$ cat config.mk
export PLATFORM = sky130hd
export DESIGN_NAME = dlaec_regs
export DESIGN_NICKNAME = d
export VERILOG_FILES = /design/src/dlaec_pkg.sv /design/src/dlaec_regs.sv /design/src/dlaec_strap_map.sv
export VERILOG_INCLUDE_DIRS = /design/src
export SDC_FILE = /design/constraint.sdc
export NUM_CORES = 1
export LEC_CHECK = 0
export BUFFER_PORTS_ARGS = -buffer_cell sky130_fd_sc_hd__buf_2
export CAP_MARGIN = 25
export CORE_ASPECT_RATIO = 0.7
export CORE_MARGIN = 5
export CORE_UTILIZATION = 47
export CTS_BUF_LIST = sky130_fd_sc_hd__clkbuf_8
export CTS_CLUSTER_DIAMETER = 60
export DETAILED_ROUTE_END_ITERATION = 10
export PLACE_DENSITY = 0.77
export SLEW_MARGIN = 20
export SYNTH_ARGS = -nofsm -noshare
export SYNTH_HDL_FRONTEND = slang
export SYNTH_HIERARCHICAL = 1
export SYNTH_SLANG_ARGS = --single-unit
$ cat constraint.sdc
create_clock -name i_clk -period 1.2 [get_ports i_clk]
set_clock_uncertainty 0.05 [all_clocks]
set_input_delay 0.36 -clock i_clk [delete_from_list [all_inputs] [get_ports i_clk]]
set_output_delay 0.36 -clock i_clk [all_outputs]
set_load 0.005 [all_outputs]
$ cat src/dlaec_defines.svh
// Register offsets, field positions, reset values and strap gain table constants.
`ifndef DLAEC_DEFINES_SVH
`define DLAEC_DEFINES_SVH

// ----------------------------------------------------------------------------
// Register offsets
// ----------------------------------------------------------------------------
`define DLAEC_ADDR_W            8
`define DLAEC_DATA_W            8
`define DLAEC_OFS_LANE_CTRL     8'h13
`define DLAEC_OFS_GAIN_SEL      8'h20

// ----------------------------------------------------------------------------
// Lane control register layout
// ----------------------------------------------------------------------------
`define DLAEC_LISTEN_OFF_BIT    7
`define DLAEC_RSVD_BIT          6
`define DLAEC_ROUTE_HI          5
`define DLAEC_ROUTE_LO          4
`define DLAEC_LANE_OFF_HI       3
`define DLAEC_LANE_OFF_LO       0
`define DLAEC_LANE_CTRL_RST     8'h00

// ----------------------------------------------------------------------------
// Gain select register layout
// ----------------------------------------------------------------------------
`define DLAEC_RX2_HI            7
`define DLAEC_RX2_LO            4
`define DLAEC_RX1_HI            3
`define DLAEC_RX1_LO            0
`define DLAEC_GAIN_SEL_RST      8'h00

// ----------------------------------------------------------------------------
// Routing field codes and misc constants
// ----------------------------------------------------------------------------
`define DLAEC_ROUTE_NORMAL      2'h0
`define DLAEC_ROUTE_N1_P2       2'h1
`define DLAEC_ROUTE_N2_P1       2'h2
`define DLAEC_ROUTE_OPEN        2'h3
`define DLAEC_NUM_LANES         4
`define DLAEC_LANE_CNT_W        5
`define DLAEC_ZERO8             8'h00

// ----------------------------------------------------------------------------
// Fixed strap to gain table
// ----------------------------------------------------------------------------
`define DLAEC_GAIN_STRAP0       4'h0
`define DLAEC_GAIN_STRAP1       4'h5
`define DLAEC_GAIN_STRAP2       4'hA
`define DLAEC_GAIN_STRAP3       4'hF

`endif

$ cat src/dlaec_pkg.sv
// Types shared by the lane, routing and gain control logic.
package dlaec_pkg;

  // --------------------------------------------------------------------------
  // Sideband switch closures, one bit per possible connection.
  // --------------------------------------------------------------------------
  typedef struct packed {
    logic auxn_sbu1;
    logic auxn_sbu2;
    logic auxp_sbu1;
    logic auxp_sbu2;
  } dlaec_route_t;

  // --------------------------------------------------------------------------
  // Gain settings for the two downstream receivers.
  // --------------------------------------------------------------------------
  typedef struct packed {
    logic [3:0] rx2;
    logic [3:0] rx1;
  } dlaec_gain_t;

endpackage

$ cat src/dlaec_regs.sv
// Lane control and receiver gain select registers with their output decode.
//
// Operation
// - Bit 7 of lane control turns listening on at 0, off at 1; resets 0.
// - Routing code 00 lets lane config and orientation decide the sideband join.
// - Routing code 01 joins AUXn to SBU1 and AUXp to SBU2 always.
// - Routing code 10 joins AUXn to SBU2 and AUXp to SBU1 always.
// - Routing code 11 leaves both AUX lines open from both SBU pins.
// - Listening on: lane-off writes are stored but do not change lanes.
// - Lane-off bit 0 means enabled, 1 disabled; resets to 0.
// - Gain bits 7:4 set receiver two; mirror the strap when not taken.
// - Gain bits 3:0 set receiver one; mirror the strap when not taken.
// - With software take set, written bits 7:4 drive receiver two.
// - With software take set, written bits 3:0 drive receiver one.
// - Lane control resets to zero; bit 6 is read-only zero.
// - Gain select register resets to zero.
// - Software take picks strap at 0, register at 1; resets 0.
// - Listening on: only lanes named by the captured lane count run.
`timescale 1ns/1ps
`include "dlaec_defines.svh"

module dlaec_regs
  import dlaec_pkg::*;
#(
  parameter int NUM_LANES = `DLAEC_NUM_LANES
)(
  // Clock and reset.
  input  wire logic                         i_clk,
  input  wire logic                         i_rstn,
  // Register port.
  input  wire logic                         i_reg_wr,
  input  wire logic                         i_reg_rd,
  input  wire logic [`DLAEC_ADDR_W-1:0]     i_reg_addr,
  input  wire logic [`DLAEC_DATA_W-1:0]     i_reg_wdata,
  output logic      [`DLAEC_DATA_W-1:0]     o_reg_rdata,
  output logic                              o_reg_rvalid,
  // Device state inputs.
  input  wire logic                         i_lane_config_select,
  input  wire logic                         i_orientation_select,
  input  wire logic                         i_gain_software_take,
  input  wire logic [1:0]                   i_usb_gain_strap_pins,
  input  wire logic                         i_strap_sample,
  input  wire logic [`DLAEC_LANE_CNT_W-1:0] i_lane_count,
  // Controls to the datapath.
  output logic                              o_aux_listen_en,
  output dlaec_route_t                      o_sbu_route,
  output logic      [NUM_LANES-1:0]         o_lane_en,
  output dlaec_gain_t                       o_rx_gain
);

  // --------------------------------------------------------------------------
  // Reset synchroniser
  // --------------------------------------------------------------------------

  logic rst_meta_reg;
  logic rst_sync_reg;

  // Assertion is asynchronous, release passes two flip-flops.
  always_ff @(posedge i_clk or negedge i_rstn) begin
    if (!i_rstn) begin
      rst_meta_reg <= 1'b0;
      rst_sync_reg <= 1'b0;
    end else begin
      rst_meta_reg <= 1'b1;
      rst_sync_reg <= rst_meta_reg;
    end
  end

  logic rstn;
  assign rstn = rst_sync_reg;

  // --------------------------------------------------------------------------
  // Helpers
  // --------------------------------------------------------------------------

  // Register write hit at a given offset.
  function automatic logic wr_hit(input logic                     wr,
                                  input logic [`DLAEC_ADDR_W-1:0] addr,
                                  input logic [`DLAEC_ADDR_W-1:0] ofs);
    wr_hit = wr && (addr == ofs);
  endfunction

  // Route for a fixed joining: n_to_1 chooses AUXn onto SBU1, else SBU2.
  function automatic dlaec_route_t join_route(input logic n_to_1);
    dlaec_route_t r;
    r.auxn_sbu1 = n_to_1;
    r.auxp_sbu2 = n_to_1;
    r.auxn_sbu2 = !n_to_1;
    r.auxp_sbu1 = !n_to_1;
    join_route  = r;
  endfunction

  // --------------------------------------------------------------------------
  // Strap mapping
  // --------------------------------------------------------------------------

  logic [3:0] strap_gain;

  dlaec_strap_map u_strap_map (
    .i_strap (i_usb_gain_strap_pins),
    .o_gain  (strap_gain)
  );

  // --------------------------------------------------------------------------
  // Register file
  // --------------------------------------------------------------------------

  logic [`DLAEC_DATA_W-1:0] lane_ctrl_reg;
  logic [`DLAEC_DATA_W-1:0] lane_ctrl_next;
  logic [`DLAEC_DATA_W-1:0] gain_sel_reg;
  logic [`DLAEC_DATA_W-1:0] gain_sel_next;
  logic [`DLAEC_DATA_W-1:0] rdata_reg;
  logic [`DLAEC_DATA_W-1:0] rdata_next;
  logic                     rvalid_reg;
  logic                     rvalid_next;

  // Writes, strap mirroring and read answers.
  always_comb begin
    lane_ctrl_next = lane_ctrl_reg;
    gain_sel_next  = gain_sel_reg;
    // Lane-off bits are stored whatever the listening state.
    if (wr_hit(i_reg_wr, i_reg_addr, `DLAEC_OFS_LANE_CTRL)) begin
      lane_ctrl_next = i_reg_wdata;
      lane_ctrl_next[`DLAEC_RSVD_BIT] = 1'b0;
    end
    // A software write wins over a strap sample in the same cycle.
    if (wr_hit(i_reg_wr, i_reg_addr, `DLAEC_OFS_GAIN_SEL)) begin
      gain_sel_next = i_reg_wdata;
    end else if (!i_gain_software_take && i_strap_sample) begin
      gain_sel_next[`DLAEC_RX2_HI:`DLAEC_RX2_LO] = strap_gain;
      gain_sel_next[`DLAEC_RX1_HI:`DLAEC_RX1_LO] = strap_gain;
    end
    rvalid_next = i_reg_rd;
    rdata_next  = rdata_reg;
    if (i_reg_rd) begin
      unique case (i_reg_addr)
        `DLAEC_OFS_LANE_CTRL: rdata_next = lane_ctrl_reg;
        `DLAEC_OFS_GAIN_SEL:  rdata_next = gain_sel_reg;
        default:              rdata_next = `DLAEC_ZERO8;
      endcase
    end
  end

  // Register state, cleared to the register reset values.
  always_ff @(posedge i_clk or negedge rstn) begin
    if (!rstn) begin
      lane_ctrl_reg <= `DLAEC_LANE_CTRL_RST;
      gain_sel_reg  <= `DLAEC_GAIN_SEL_RST;
      rdata_reg     <= `DLAEC_ZERO8;
      rvalid_reg    <= 1'b0;
    end else begin
      lane_ctrl_reg <= lane_ctrl_next;
      gain_sel_reg  <= gain_sel_next;
      rdata_reg     <= rdata_next;
      rvalid_reg    <= rvalid_next;
    end
  end

  // --------------------------------------------------------------------------
  // Output decode
  // --------------------------------------------------------------------------

  logic                 listen_reg;
  logic                 listen_next;
  dlaec_route_t         route_reg;
  dlaec_route_t         route_next;
  logic [NUM_LANES-1:0] lane_en_reg;
  logic [NUM_LANES-1:0] lane_en_next;
  dlaec_gain_t          gain_reg;
  dlaec_gain_t          gain_next;
  logic [1:0]           route_code;
  logic [NUM_LANES-1:0] lane_off;

  assign route_code = lane_ctrl_reg[`DLAEC_ROUTE_HI:`DLAEC_ROUTE_LO];
  assign lane_off   = lane_ctrl_reg[`DLAEC_LANE_OFF_HI:`DLAEC_LANE_OFF_LO];

  // Next values of the datapath controls, from the stored registers and the live inputs.
  always_comb begin
    listen_next = !lane_ctrl_reg[`DLAEC_LISTEN_OFF_BIT];
    route_next  = '0;
    unique case (route_code)
      `DLAEC_ROUTE_NORMAL: begin
        // Joined only while the lane config allows sideband, side by orientation.
        if (i_lane_config_select) begin
          route_next = join_route(i_orientation_select);
        end
      end
      `DLAEC_ROUTE_N1_P2: route_next = join_route(1'b1);
      `DLAEC_ROUTE_N2_P1: route_next = join_route(1'b0);
      `DLAEC_ROUTE_OPEN:  route_next = '0;
    endcase
    for (int i = 0; i < NUM_LANES; i++) begin
      if (listen_next) begin
        lane_en_next[i] = (32'(i) < 32'(i_lane_count));
      end else begin
        lane_en_next[i] = !lane_off[i];
      end
    end
    // Without software take the applied gain follows the live strap.
    if (i_gain_software_take) begin
      gain_next.rx2 = gain_sel_reg[`DLAEC_RX2_HI:`DLAEC_RX2_LO];
      gain_next.rx1 = gain_sel_reg[`DLAEC_RX1_HI:`DLAEC_RX1_LO];
    end else begin
      gain_next.rx2 = strap_gain;
      gain_next.rx1 = strap_gain;
    end
  end

  // Output flip-flops; all outputs come from here or the register file.
  always_ff @(posedge i_clk or negedge rstn) begin
    if (!rstn) begin
      listen_reg  <= 1'b0;
      route_reg   <= '0;
      lane_en_reg <= '0;
      gain_reg    <= '0;
    end else begin
      listen_reg  <= listen_next;
      route_reg   <= route_next;
      lane_en_reg <= lane_en_next;
      gain_reg    <= gain_next;
    end
  end

  assign o_reg_rdata     = rdata_reg;
  assign o_reg_rvalid    = rvalid_reg;
  assign o_aux_listen_en = listen_reg;
  assign o_sbu_route     = route_reg;
  assign o_lane_en       = lane_en_reg;
  assign o_rx_gain       = gain_reg;

endmodule // dlaec_regs

$ cat src/dlaec_strap_map.sv
// Fixed table that turns the two-bit gain strap into a four-bit gain code.
`timescale 1ns/1ps
`include "dlaec_defines.svh"

module dlaec_strap_map
  import dlaec_pkg::*;
(
  // Strap sample in.
  input  wire logic [1:0] i_strap,
  // Mapped gain code out.
  output logic      [3:0] o_gain
);

  // --------------------------------------------------------------------------
  // Lookup
  // --------------------------------------------------------------------------

  // Every strap code has an entry, so no default is needed.
  always_comb begin
    unique case (i_strap)
      2'h0: o_gain = `DLAEC_GAIN_STRAP0;
      2'h1: o_gain = `DLAEC_GAIN_STRAP1;
      2'h2: o_gain = `DLAEC_GAIN_STRAP2;
      2'h3: o_gain = `DLAEC_GAIN_STRAP3;
    endcase
  end

endmodule // dlaec_strap_map

# After elaboration in Yosys (flattened, before gate mapping)
# Index checks and enable logic that the tools add are counted.
[totals] ff_bits=43 input_bits=31 output_inout_bits=26 wordCells=50
[classes] order_cmp=4 eq_ne=8 muxes=11 reduce_logical=13
[ops] cell="$pmux 4 s4" n=2
[ops] cell="$mux 8" n=3
[ops] cell="$pmux 8 s2" n=1
[ops] cell="$lt 1x5->1 const A" n=2
[ops] cell="$lt 2x5->1 const A" n=2
[ops] cell="$eq 2x2->1 const B" n=4
[ops] cell="$eq 8x5->1 const B" n=1
[ops] cell="$eq 8x6->1 const B" n=1
[ops] cell="$logic_not 1->1" n=7
[ops] cell="$eq 2x1->1 const B" n=2
[ops] cell="$logic_not 2->1" n=2
[ops] cell="$mux 1" n=4
[ops] cell="$mux 4" n=1
[ops] cell="$logic_and 1x1->1" n=3
[ops] cell="$reduce_bool 2->1" n=1

# Depth between registers and ports, before layout
# Gate-level depths: netlist (run 1).
[logic_depth] word_depth=4 ltp_mapped=4 mapped_depth_nobuf=3

# Cells and area by module
# The synthesis (run 1) kept the hierarchy.
[modules_own_cells] module="dlaec_regs" n_inst=1 cells_each=138 area_each_um2=1714.1 seq_area_each_um2=1026.0
[modules_own_cells] module="dlaec_strap_map" n_inst=1 cells_each=4 area_each_um2=22.5 seq_area_each_um2=0.0

# Worst setup path before layout (run 1)
# No wires, ideal clock.
[synth_timing] path_kind="input -> register" startpoint="input port i_reg_addr[0]" endpoint="register gain_sel_reg[0]" setup_ps=125 arrival_time_ps=1291 t_required_ps=1025 path_slack_ps=-266 cell_stages=3 path_buffers=0 cell_sequence="nor4b_4 > nand3_4 > mux2_2"
[synth_via] elab_chain_cells=3 word_cells_on_any_way=4 cone_classes="eq/ne (1); mux (1); reduce/logical (2)"
[synth_rtl] item="start: declaration" line="dlaec_regs.sv:33" text="input wire logic [`DLAEC_ADDR_W-1:0] i_reg_addr,"
[synth_rtl] item="$eq 8x6->1 (*)" line="dlaec_regs.sv:80" text="wr_hit = wr && (addr == ofs);"
[synth_rtl] item="$logic_and 1x1->1 (*)" line="dlaec_regs.sv:80"
[synth_rtl] item="$mux 8 or $reduce_bool 2->1 (tied branches)"
[synth_rtl] item="end signal: assignment" line="dlaec_regs.sv:148" text="gain_sel_reg <= `DLAEC_GAIN_SEL_RST;"
[synth_rtl] item="end signal: assignment" line="dlaec_regs.sv:153" text="gain_sel_reg <= gain_sel_next;"
[synth_rtl] item="end: declaration" line="dlaec_regs.sv:110" text="logic [`DLAEC_DATA_W-1:0] gain_sel_reg;"
# Every way passes the cells marked *; elsewhere a longest branch is shown, timed or not.
# A chain may end at the register's enable or synchronous reset.

# Final worst setup path (run 1)
[layout_timing] startpoint="input port i_reg_addr[7]" endpoint="register gain_sel_reg[6]"
# The elaborated chain is that of the path after synthesis.

==> results of run 1 <==
[layout make-up]
class,instances,area (um2),share of cell area (%)
timing repair buffer,70,425,18.4
clock inverter,1,5.00,0.217
inverter,10,37.5,1.63
clock buffer,7,96.3,4.17
sequential,41,1030,44.5
tap,50,62.6,2.71
multi-input combinational,80,654,28.3
[per-stage QoR]
step                      setup WS, ns  area (um2)
after floorplan                 -0.266        1750
after global placement          -0.415        2080
after detailed placement        -0.463        2080
after CTS                      -0.0314        2250
after global routing           -0.0482        2310
final                          -0.0283        2310
[cells in the final DEF (no fill, tap or decap), drive strengths merged, types with 2 or more instances in the layout]
cell type,n
a21oi,6
nand3,2
nor2,3
a22oi,7
dfrtp,41
mux2,23
inv,10
buf,69
nor4,2
clkbuf,7
nand2,18
nand2b,5
o22ai,8
[metal layers]
layer	GRT usage (%)	up-vias	part of all wire, %
met4	6.29	0	1.1
met3	4.90	5	5.6
met1	20.4	627	43
li1	-	620	-
met2	28.5	33	50
met5	0	-	0
[cells by family after synthesis]
group | after synthesis
muxes | 23
DFF | 41
and+or+nand+nor | 34
other | 1
AOI/OAI and AO/OA | 22
buffers and inverters | 21
[report_power, final]
group          switching (uW)  internal, uW  leakage [uW]
registers                73.8          1480      0.000504
clock network             432           519     0.0000542
logic                     155           198      0.000562
[path summary, 6_finish.rpt]
kind                                                     end  slack (ns)  depth (start not counted)
worst max-delay path             gain_sel_reg[6]$_DFFE_PN0P_       -0.03                          5
worst min-delay path            lane_ctrl_reg[0]$_DFFE_PN0P_        0.15                          0
worst max register to register   gain_sel_reg[3]$_DFFE_PN0P_        0.09                          2
worst min register to register  lane_ctrl_reg[0]$_DFFE_PN0P_        0.15                          0
max in group asynchronous           o_sbu_route[3]$_DFF_PN0_        0.50                          1
min in group i_clk                    o_reg_rvalid$_DFF_PN0_        0.24                          1
[worst reg2reg max path, delay by kind of cell, from the launching register on]
| kind | cells | cell delay, ns |
|---|---|---|
| muxes | 2 | 0.54 |
| DFF | 1 | 0.41 |
[repair_timing]
action / 4_1_cts / 5_1_grt
endpoints found under the hold margin: 2 / 0
hold buffers: 1 / 0
setup buffers: 4 / 4
pin swaps: 2 / 4
cloned: 0 / 0
gates resized for setup: 5 / 6
setup endpoints to repair: 32 / 36
==> impl_results.html, run 1 <==
<table>
<tr><th>Metric</th><th>Value</th></tr>
<tr><th colspan="2">Timing</th></tr>
<tr><td>Worst slack on hold paths</td><td>0.148 ns</td></tr>
<tr><td>Setup Total Neg Slack</td><td>-0.117 ns</td></tr>
<tr><td>FMAX</td><td>0.814 GHz</td></tr>
<tr><td>Setup Viol. Count Final</td><td>14</td></tr>
<tr><td>Final number of hold-violating endpoints</td><td>0</td></tr>
<tr><td>Final min period</td><td>1.23 ns</td></tr>
<tr><td>Final number of max-transition violations</td><td>0</td></tr>
<tr><td>Final cycle utilization of the critical path</td><td>102%</td></tr>
<tr><td>Unrepaired setup endpoints after global routing</td><td>true</td></tr>
<tr><td>Worst Slack Setup Final</td><td>-0.0283 ns</td></tr>
<tr><th colspan="2">Power</th></tr>
<tr><td>Worst IR Drop VDD</td><td>0.780 mV</td></tr>
<tr><td>Pwr Density</td><td>1240 nW/um2</td></tr>
<tr><td>Leakage component of the power</td><td>0.00112 uW</td></tr>
<tr><td>Total Power</td><td>2860 uW</td></tr>
<tr><th colspan="2">Yosys</th></tr>
<tr><td>Fraction of registers with async set or reset after synthesis</td><td>100%</td></tr>
<tr><td>Share of the yosys chip area belonging to registers</td><td>59.1%</td></tr>
<tr><td>Most numerous cell in the Yosys netlist</td><td>dfrtp_1</td></tr>
<tr><td>Fraction of synthesized area in multiplexers</td><td>14.9%</td></tr>
<tr><td>Synth Area in Compound Gates</td><td>8.07%</td></tr>
<tr><td>Number of different library cells in the post-synthesis netlist</td><td>22</td></tr>
<tr><td>Post-synthesis cell type with the largest combined area</td><td>dfrtp_1</td></tr>
<tr><td>Leading cell types by total area after synthesis</td><td>dfrtp_1, mux2_2, nand2_1</td></tr>
<tr><td>Flip-flop cell with the highest count after synthesis</td><td>dfrtp_1</td></tr>
<tr><td>Top cells by count, synth</td><td>dfrtp_1, mux2_2, nand2_1</td></tr>
<tr><td>Post-synthesis area per instance</td><td>12.2 um2</td></tr>
<tr><td>Proportion of netlist area held by the largest area contributor</td><td>59.1%</td></tr>
<tr><td>Combinational family with the most area after synthesis</td><td>multiplexers</td></tr>
<tr><td>Synth Cell Area</td><td>1740 um2</td></tr>
<tr><td>Xor/xnor share of the synthesized area</td><td>0%</td></tr>
<tr><td>Post-Synthesis Net Count</td><td>173</td></tr>
<tr><td>Number of flip-flops and latches in the synthesized netlist</td><td>41</td></tr>
<tr><td>Count of flip-flops with a built-in enable after synthesis</td><td>0</td></tr>
<tr><td>Yosys warns</td><td>6</td></tr>
<tr><td>Cells after synthesis</td><td>142</td></tr>
<tr><td>Adder-cell share of the synthesized area</td><td>0%</td></tr>
<tr><td>Post-synthesis simple-gate area fraction</td><td>12.2%</td></tr>
<tr><th colspan="2">Drt</th></tr>
<tr><td>Length of the first detailed-routing pass in iterations</td><td>4</td></tr>
<tr><td>Initial DRC count</td><td>41</td></tr>
<tr><td>Routed vias</td><td>1285</td></tr>
<tr><td>Final Routed Wirelength</td><td>3840 um</td></tr>
<tr><td>Number of nets still failing antenna checks after routing</td><td>0</td></tr>
<tr><td>Vias per inst</td><td>4.96</td></tr>
<tr><td>Residual DRC</td><td>0</td></tr>
<tr><td>Wire length per cell</td><td>14.8 um</td></tr>
<tr><th colspan="2">Critical path</th></tr>
<tr><td>Family of cells with the greatest summed delay on the critical path</td><td>simple AND/OR/NAND/NOR gates</td></tr>
<tr><td>CP peak stage delay</td><td>0.33 ns</td></tr>
<tr><td>Launching point of the worst reg2reg path</td><td>gain_sel_reg[3]$_DFFE_PN0P_</td></tr>
<tr><td>Worst EP arrival</td><td>1.35 ns</td></tr>
<tr><td>Startpoint of the most critical setup path</td><td>i_reg_addr[7]</td></tr>
<tr><td>Top fanout value on the critical path</td><td>8</td></tr>
<tr><td>Crit path capture type</td><td>register</td></tr>
<tr><td>Worst Setup Start Kind</td><td>input port</td></tr>
<tr><td>Required time reported for the critical path endpoint</td><td>1.32 ns</td></tr>
<tr><td>Worst path bufs/invs</td><td>2</td></tr>
<tr><td>Ordered cell list for the critical path</td><td>buf_6 &gt; nor4_4 &gt; buf_4 &gt; nand3_4 &gt; mux2_4</td></tr>
<tr><td>Slowest-stage cell, CP</td><td>mux2_4</td></tr>
<tr><td>Crit Path Class</td><td>in2reg</td></tr>
<tr><th colspan="2">GRT</th></tr>
<tr><td>Via count of the first global-routing pass</td><td>1296</td></tr>
<tr><td>Global-route wire length before repair</td><td>6070 um</td></tr>
<tr><td>Pin count of the biggest net entering global routing</td><td>24</td></tr>
<tr><td>GRT Residual Overflow</td><td>0</td></tr>
<tr><td>Number of antenna violations at the first check in global routing</td><td>0</td></tr>
<tr><td>Total GRT Usage</td><td>16.8%</td></tr>
<tr><th colspan="2">CTS</th></tr>
<tr><td>Clock slew seen by the registers of the worst setup and hold paths</td><td>0.07 ns</td></tr>
<tr><td>Clock latency reported for the late side of the worst-skew pair</td><td>0.29 ns</td></tr>
<tr><td>Number of buffers created by CTS</td><td>5</td></tr>
<tr><td>Count of H-tree levels built during CTS</td><td>2</td></tr>
<tr><td>Sinks on the clock net</td><td>41</td></tr>
<tr><td>Max clock buf depth</td><td>2</td></tr>
<tr><td>Root cell of the clock tree</td><td>clkbuf_8</td></tr>
<tr><td>CTS tree</td><td>yes</td></tr>
<tr><th colspan="2">Layout</th></tr>
<tr><td>Number of antenna repair diodes</td><td>0</td></tr>
<tr><td>Area growth from synthesis to final layout</td><td>32.9%</td></tr>
<tr><td># nets final</td><td>239</td></tr>
<tr><td>Fraction of final layout cells with drive strength greater than 1</td><td>53.6%</td></tr>
<tr><td>Post-layout instance count excluding filler cells</td><td>259</td></tr>
<tr><td>Fin util</td><td>65.3%</td></tr>
<tr><td>Fill cell count</td><td>288</td></tr>
<tr><th colspan="2">Placed design</th></tr>
<tr><td>Port bufs</td><td>56</td></tr>
<tr><td>HPWL after detailed placement</td><td>3000 um</td></tr>
<tr><td>Routability cong.</td><td>0.764</td></tr>
<tr><td>Number of instances in the placed design</td><td>242</td></tr>
<tr><th colspan="2">Run status</th></tr>
<tr><td>Outcome</td><td>finished with violations</td></tr>
<tr><td>Failing checks</td><td>negative setup slack</td></tr>
<tr><th colspan="2">Floorplanning</th></tr>
<tr><td>CORE AREA</td><td>3540 um2</td></tr>
<tr><td>Initial core utilization</td><td>49.1%</td></tr>
<tr><td>Die area</td><td>5030 um2</td></tr>
<tr><td>Standard-cell rows</td><td>18</td></tr>
<tr><td>Vertical die dimension</td><td>60.9 um</td></tr>
<tr><td>Horiz. Die Dim</td><td>82.7 um</td></tr>
<tr><td>Number of top-level design ports</td><td>57</td></tr>
<tr><th colspan="2">Flow run</th></tr>
<tr><td>Reported max-cap violation count</td><td>0</td></tr>
<tr><th colspan="2">Worst hold path</th></tr>
<tr><td>Kind of path behind the tightest hold check</td><td>reg2async</td></tr>
</table>
Power figures use the tool's default switching activity.
==> run 2: changes to the inputs <==
Settings changed: CORE_UTILIZATION 47 to 50, PLACE_DENSITY 0.77 to 0.78.
Clock period 1.2 ns to 1.59 ns, I/O delays scaled along.
==> run 2 against run 1 <==
Against the previous run:
- clock power shrank 32%
- die area is 5.2% lower
- largest power group unchanged
- critical endpoint is now gain_sel_reg[7]$_DFFE_PN0P_
- cell area down 6.1%
- routed wire length is 0.34% higher
- core utilization grew 1.3 points
- the flow now finishes without violations
- global-route usage increased by 1.4 points
==> impl_results.html, run 2 (same netlist as run 1, synthesis figures left out) <==
<table>
<tr><th>Metric</th><th>Value</th></tr>
<tr><th colspan="2">Timing</th></tr>
<tr><td>Setup Total Neg Slack</td><td>0 ns (was -0.117 ns)</td></tr>
<tr><td>Worst Slack Setup Final</td><td>0.169 ns (was -0.0283 ns)</td></tr>
<tr><td>Worst slack on hold paths</td><td>0.238 ns (was 0.148 ns)</td></tr>
<tr><td>Final number of hold-violating endpoints</td><td>0 (unchanged)</td></tr>
<tr><td>Unrepaired setup endpoints after global routing</td><td>false (was true)</td></tr>
<tr><td>Final min period</td><td>1.42 ns</td></tr>
<tr><td>Final number of max-transition violations</td><td>0 (unchanged)</td></tr>
<tr><td>Setup Viol. Count Final</td><td>0 (was 14)</td></tr>
<tr><td>Final cycle utilization of the critical path</td><td>89.4%</td></tr>
<tr><td>FMAX</td><td>0.704 GHz</td></tr>
<tr><th colspan="2">GRT</th></tr>
<tr><td>Global-route wire length before repair</td><td>6450 um (was 6070 um)</td></tr>
<tr><td>GRT Residual Overflow</td><td>0 (unchanged)</td></tr>
<tr><td>Pin count of the biggest net entering global routing</td><td>40 (was 24)</td></tr>
<tr><td>Number of antenna violations at the first check in global routing</td><td>0 (unchanged)</td></tr>
<tr><td>Total GRT Usage</td><td>18.1% (was 16.8%)</td></tr>
<tr><td>Via count of the first global-routing pass</td><td>1385 (was 1296)</td></tr>
<tr><th colspan="2">Layout</th></tr>
<tr><td>Number of antenna repair diodes</td><td>0 (unchanged)</td></tr>
<tr><td>Area taken by multi-input logic gates</td><td>614 um2 (was 654 um2)</td></tr>
<tr><td># nets final</td><td>232 (was 239)</td></tr>
<tr><td>Post-Layout Inst Area</td><td>2170 um2 (was 2310 um2)</td></tr>
<tr><td>Commonest non-fill, non-tap cells in the layout</td><td>buf_2, dfrtp_1, mux2_2 (unchanged)</td></tr>
<tr><td>Sequential standard cell area</td><td>1030 um2 (about the same)</td></tr>
<tr><td>Most common library cell in the layout ignoring fill and taps</td><td>buf_2 (unchanged)</td></tr>
<tr><td>Fill cell count</td><td>263 (was 288)</td></tr>
<tr><td>Fraction of final layout cells with drive strength greater than 1</td><td>48.0% (was 53.6%)</td></tr>
<tr><td>Area growth from synthesis to final layout</td><td>24.8% (was 32.9%)</td></tr>
<tr><th colspan="2">Placed design</th></tr>
<tr><td>Instance area at placement</td><td>2070 um2 (was 2080 um2)</td></tr>
<tr><td>Port bufs</td><td>56 (unchanged)</td></tr>
<tr><td>Routability cong.</td><td>0.820 (was 0.764)</td></tr>
<tr><td>HPWL after detailed placement</td><td>2980 um (was 3000 um)</td></tr>
<tr><td>Worst Setup Slack post-DPL</td><td>-0.130 ns (was -0.463 ns)</td></tr>
<tr><th colspan="2">Critical path</th></tr>
<tr><td>Worst path bufs/invs</td><td>2 (unchanged)</td></tr>
<tr><td>Required time reported for the critical path endpoint</td><td>1.71 ns (was 1.32 ns)</td></tr>
<tr><td>Worst EP arrival</td><td>1.55 ns (was 1.35 ns)</td></tr>
<tr><td>Worst Setup Start Kind</td><td>input port (unchanged)</td></tr>
<tr><td>Family of cells with the greatest summed delay on the critical path</td><td>simple AND/OR/NAND/NOR gates (unchanged)</td></tr>
<tr><td>Top fanout value on the critical path</td><td>8 (unchanged)</td></tr>
<tr><td>Crit path capture type</td><td>register (unchanged)</td></tr>
<tr><td>CP peak stage delay</td><td>0.32 ns (was 0.33 ns)</td></tr>
<tr><td>Slowest-stage cell, CP</td><td>mux2_2 (was mux2_4)</td></tr>
<tr><td>Ordered cell list for the critical path</td><td>buf_2 &gt; nor4_4 &gt; buf_4 &gt; nand3_4 &gt; mux2_2 (was buf_6 &gt; nor4_4 &gt; buf_4 &gt; nand3_4 &gt; mux2_4)</td></tr>
<tr><td>Crit Path Class</td><td>in2reg (unchanged)</td></tr>
<tr><th colspan="2">CTS</th></tr>
<tr><td>Sinks on the clock net</td><td>41 (unchanged)</td></tr>
<tr><td>Max clock buf depth</td><td>2 (unchanged)</td></tr>
<tr><td>Clock slew seen by the registers of the worst setup and hold paths</td><td>0.08 ns (was 0.07 ns)</td></tr>
<tr><td>CTS tree</td><td>yes (unchanged)</td></tr>
<tr><td>Root cell of the clock tree</td><td>clkbuf_8 (unchanged)</td></tr>
<tr><td>Number of buffers created by CTS</td><td>5 (unchanged)</td></tr>
<tr><td>Count of H-tree levels built during CTS</td><td>2 (unchanged)</td></tr>
<tr><td>Clock latency reported for the late side of the worst-skew pair</td><td>0.29 ns (about the same)</td></tr>
<tr><td>Number of buffers inserted to repair setup after CTS</td><td>0 (was 4)</td></tr>
<tr><td>PostCTS Resize Cnt</td><td>0 (was 5)</td></tr>
<tr><th colspan="2">Drt</th></tr>
<tr><td>Routed vias</td><td>1272 (was 1285)</td></tr>
<tr><td>Length of the first detailed-routing pass in iterations</td><td>4 (unchanged)</td></tr>
<tr><td>Residual DRC</td><td>0 (unchanged)</td></tr>
<tr><td>Wire length per cell</td><td>15.5 um (was 14.8 um)</td></tr>
<tr><td>Initial DRC count</td><td>61 (was 41)</td></tr>
<tr><td>Number of nets still failing antenna checks after routing</td><td>0 (unchanged)</td></tr>
<tr><td>Vias per inst</td><td>5.11 (was 4.96)</td></tr>
<tr><td>Final Routed Wirelength</td><td>3850 um (was 3840 um)</td></tr>
<tr><th colspan="2">Floorplanning</th></tr>
<tr><td>Vertical die dimension</td><td>59.3 um (was 60.9 um)</td></tr>
<tr><td>Initial core utilization</td><td>53.4% (was 49.1%)</td></tr>
<tr><td>CORE AREA</td><td>3250 um2 (was 3540 um2)</td></tr>
<tr><td>Horiz. Die Dim</td><td>80.4 um (was 82.7 um)</td></tr>
<tr><td>Number of top-level design ports</td><td>57 (unchanged)</td></tr>
<tr><td>Standard-cell rows</td><td>17 (was 18)</td></tr>
<tr><td>Die area</td><td>4770 um2 (was 5030 um2)</td></tr>
<tr><th colspan="2">Power</th></tr>
<tr><td>Worst IR Drop VDD</td><td>0.522 mV (was 0.780 mV)</td></tr>
<tr><td>Pwr Density</td><td>954 nW/um2 (was 1240 nW/um2)</td></tr>
<tr><td>Leakage component of the power</td><td>0.00106 uW (was 0.00112 uW)</td></tr>
<tr><td>Total Power</td><td>2070 uW (was 2860 uW)</td></tr>
<tr><th colspan="2">Run status</th></tr>
<tr><td>Outcome</td><td>completed (was finished with violations)</td></tr>
<tr><th colspan="2">Worst hold path</th></tr>
<tr><td>Kind of path behind the tightest hold check</td><td>reg2async (unchanged)</td></tr>
<tr><th colspan="2">Flow run</th></tr>
<tr><td>Reported max-cap violation count</td><td>0 (unchanged)</td></tr>
</table>
run 2: changes by cell type in the layout (fill, tap and decap cells not counted), sizes merged:
cell,before,now
inv,10,11
buf,69,62
clkinv,1,2
clkbuf,7,5
run 2: per-stage QoR:
stage          util, %  instances
4_1_cts           66.6        249
2_1_floorplan        -        142
3_5_place_dp      63.7        240
5_1_grt           66.6        249
6_report          66.6        249
3_3_place_gp      63.7        240
run 2: report_power, final:
part,internal [uW],switching [uW],leakage [uW]
registers,1120,42.5,0.000505
logic,139,125,0.000502
clock network,298,348,0.0000491
total,1550,515,0.00106
run 2: area by class of cell:
| type | instances | area share, % |
|---|---|---|
| Sequential cell | 41 | 47.3 |
| Multi-Input combinational cell | 80 | 28.3 |
| Timing Repair Buffer | 63 | 16.1 |
| Clock buffer | 5 | 3.18 |
| Tap cell | 47 | 2.71 |
| Inverter | 10 | 1.73 |
| Clock inverter | 3 | 0.635 |
run 2: final timing paths:
kind / cells past startpoint / endpoint / startpoint / slack [ns]
min in group i_clk: 0 / rst_sync_reg$_DFF_PN0_ / rst_meta_reg$_DFF_PN0_ / 0.32
setup / recovery: 5 / gain_sel_reg[7]$_DFFE_PN0P_ / i_reg_addr[7] / 0.17
setup reg to reg: 2 / gain_sel_reg[0]$_DFFE_PN0P_ / gain_sel_reg[0]$_DFFE_PN0P_ / 0.48
max in group asynchronous: 1 / o_sbu_route[2]$_DFF_PN0_ / rst_sync_reg$_DFF_PN0_ / 0.91
hold / removal: 1 / o_reg_rvalid$_DFF_PN0_ / rst_sync_reg$_DFF_PN0_ / 0.24
hold reg to reg: 1 / o_reg_rvalid$_DFF_PN0_ / rst_sync_reg$_DFF_PN0_ / 0.24
run 2: layer usage:
metal	track usage [%]	part of all wire (%)	wire length, um
met1	21.8	42	1610
met2	30.8	48	1870
met3	4.56	8.0	310
met4	8.43	1.7	65
met5	0	0	0
run 2: worst register-to-register path, stage by stage, from the launching register on:
cell and delay (ns):
dfrtp_1 0.40, mux2_2 0.28, mux2_2 0.27
run 2: repair_timing:
item / in CTS / in global routing
endpoints found under the hold margin: 2 / 0
setup endpoints to repair: 0 / 0
hold buffers: 1 / 0
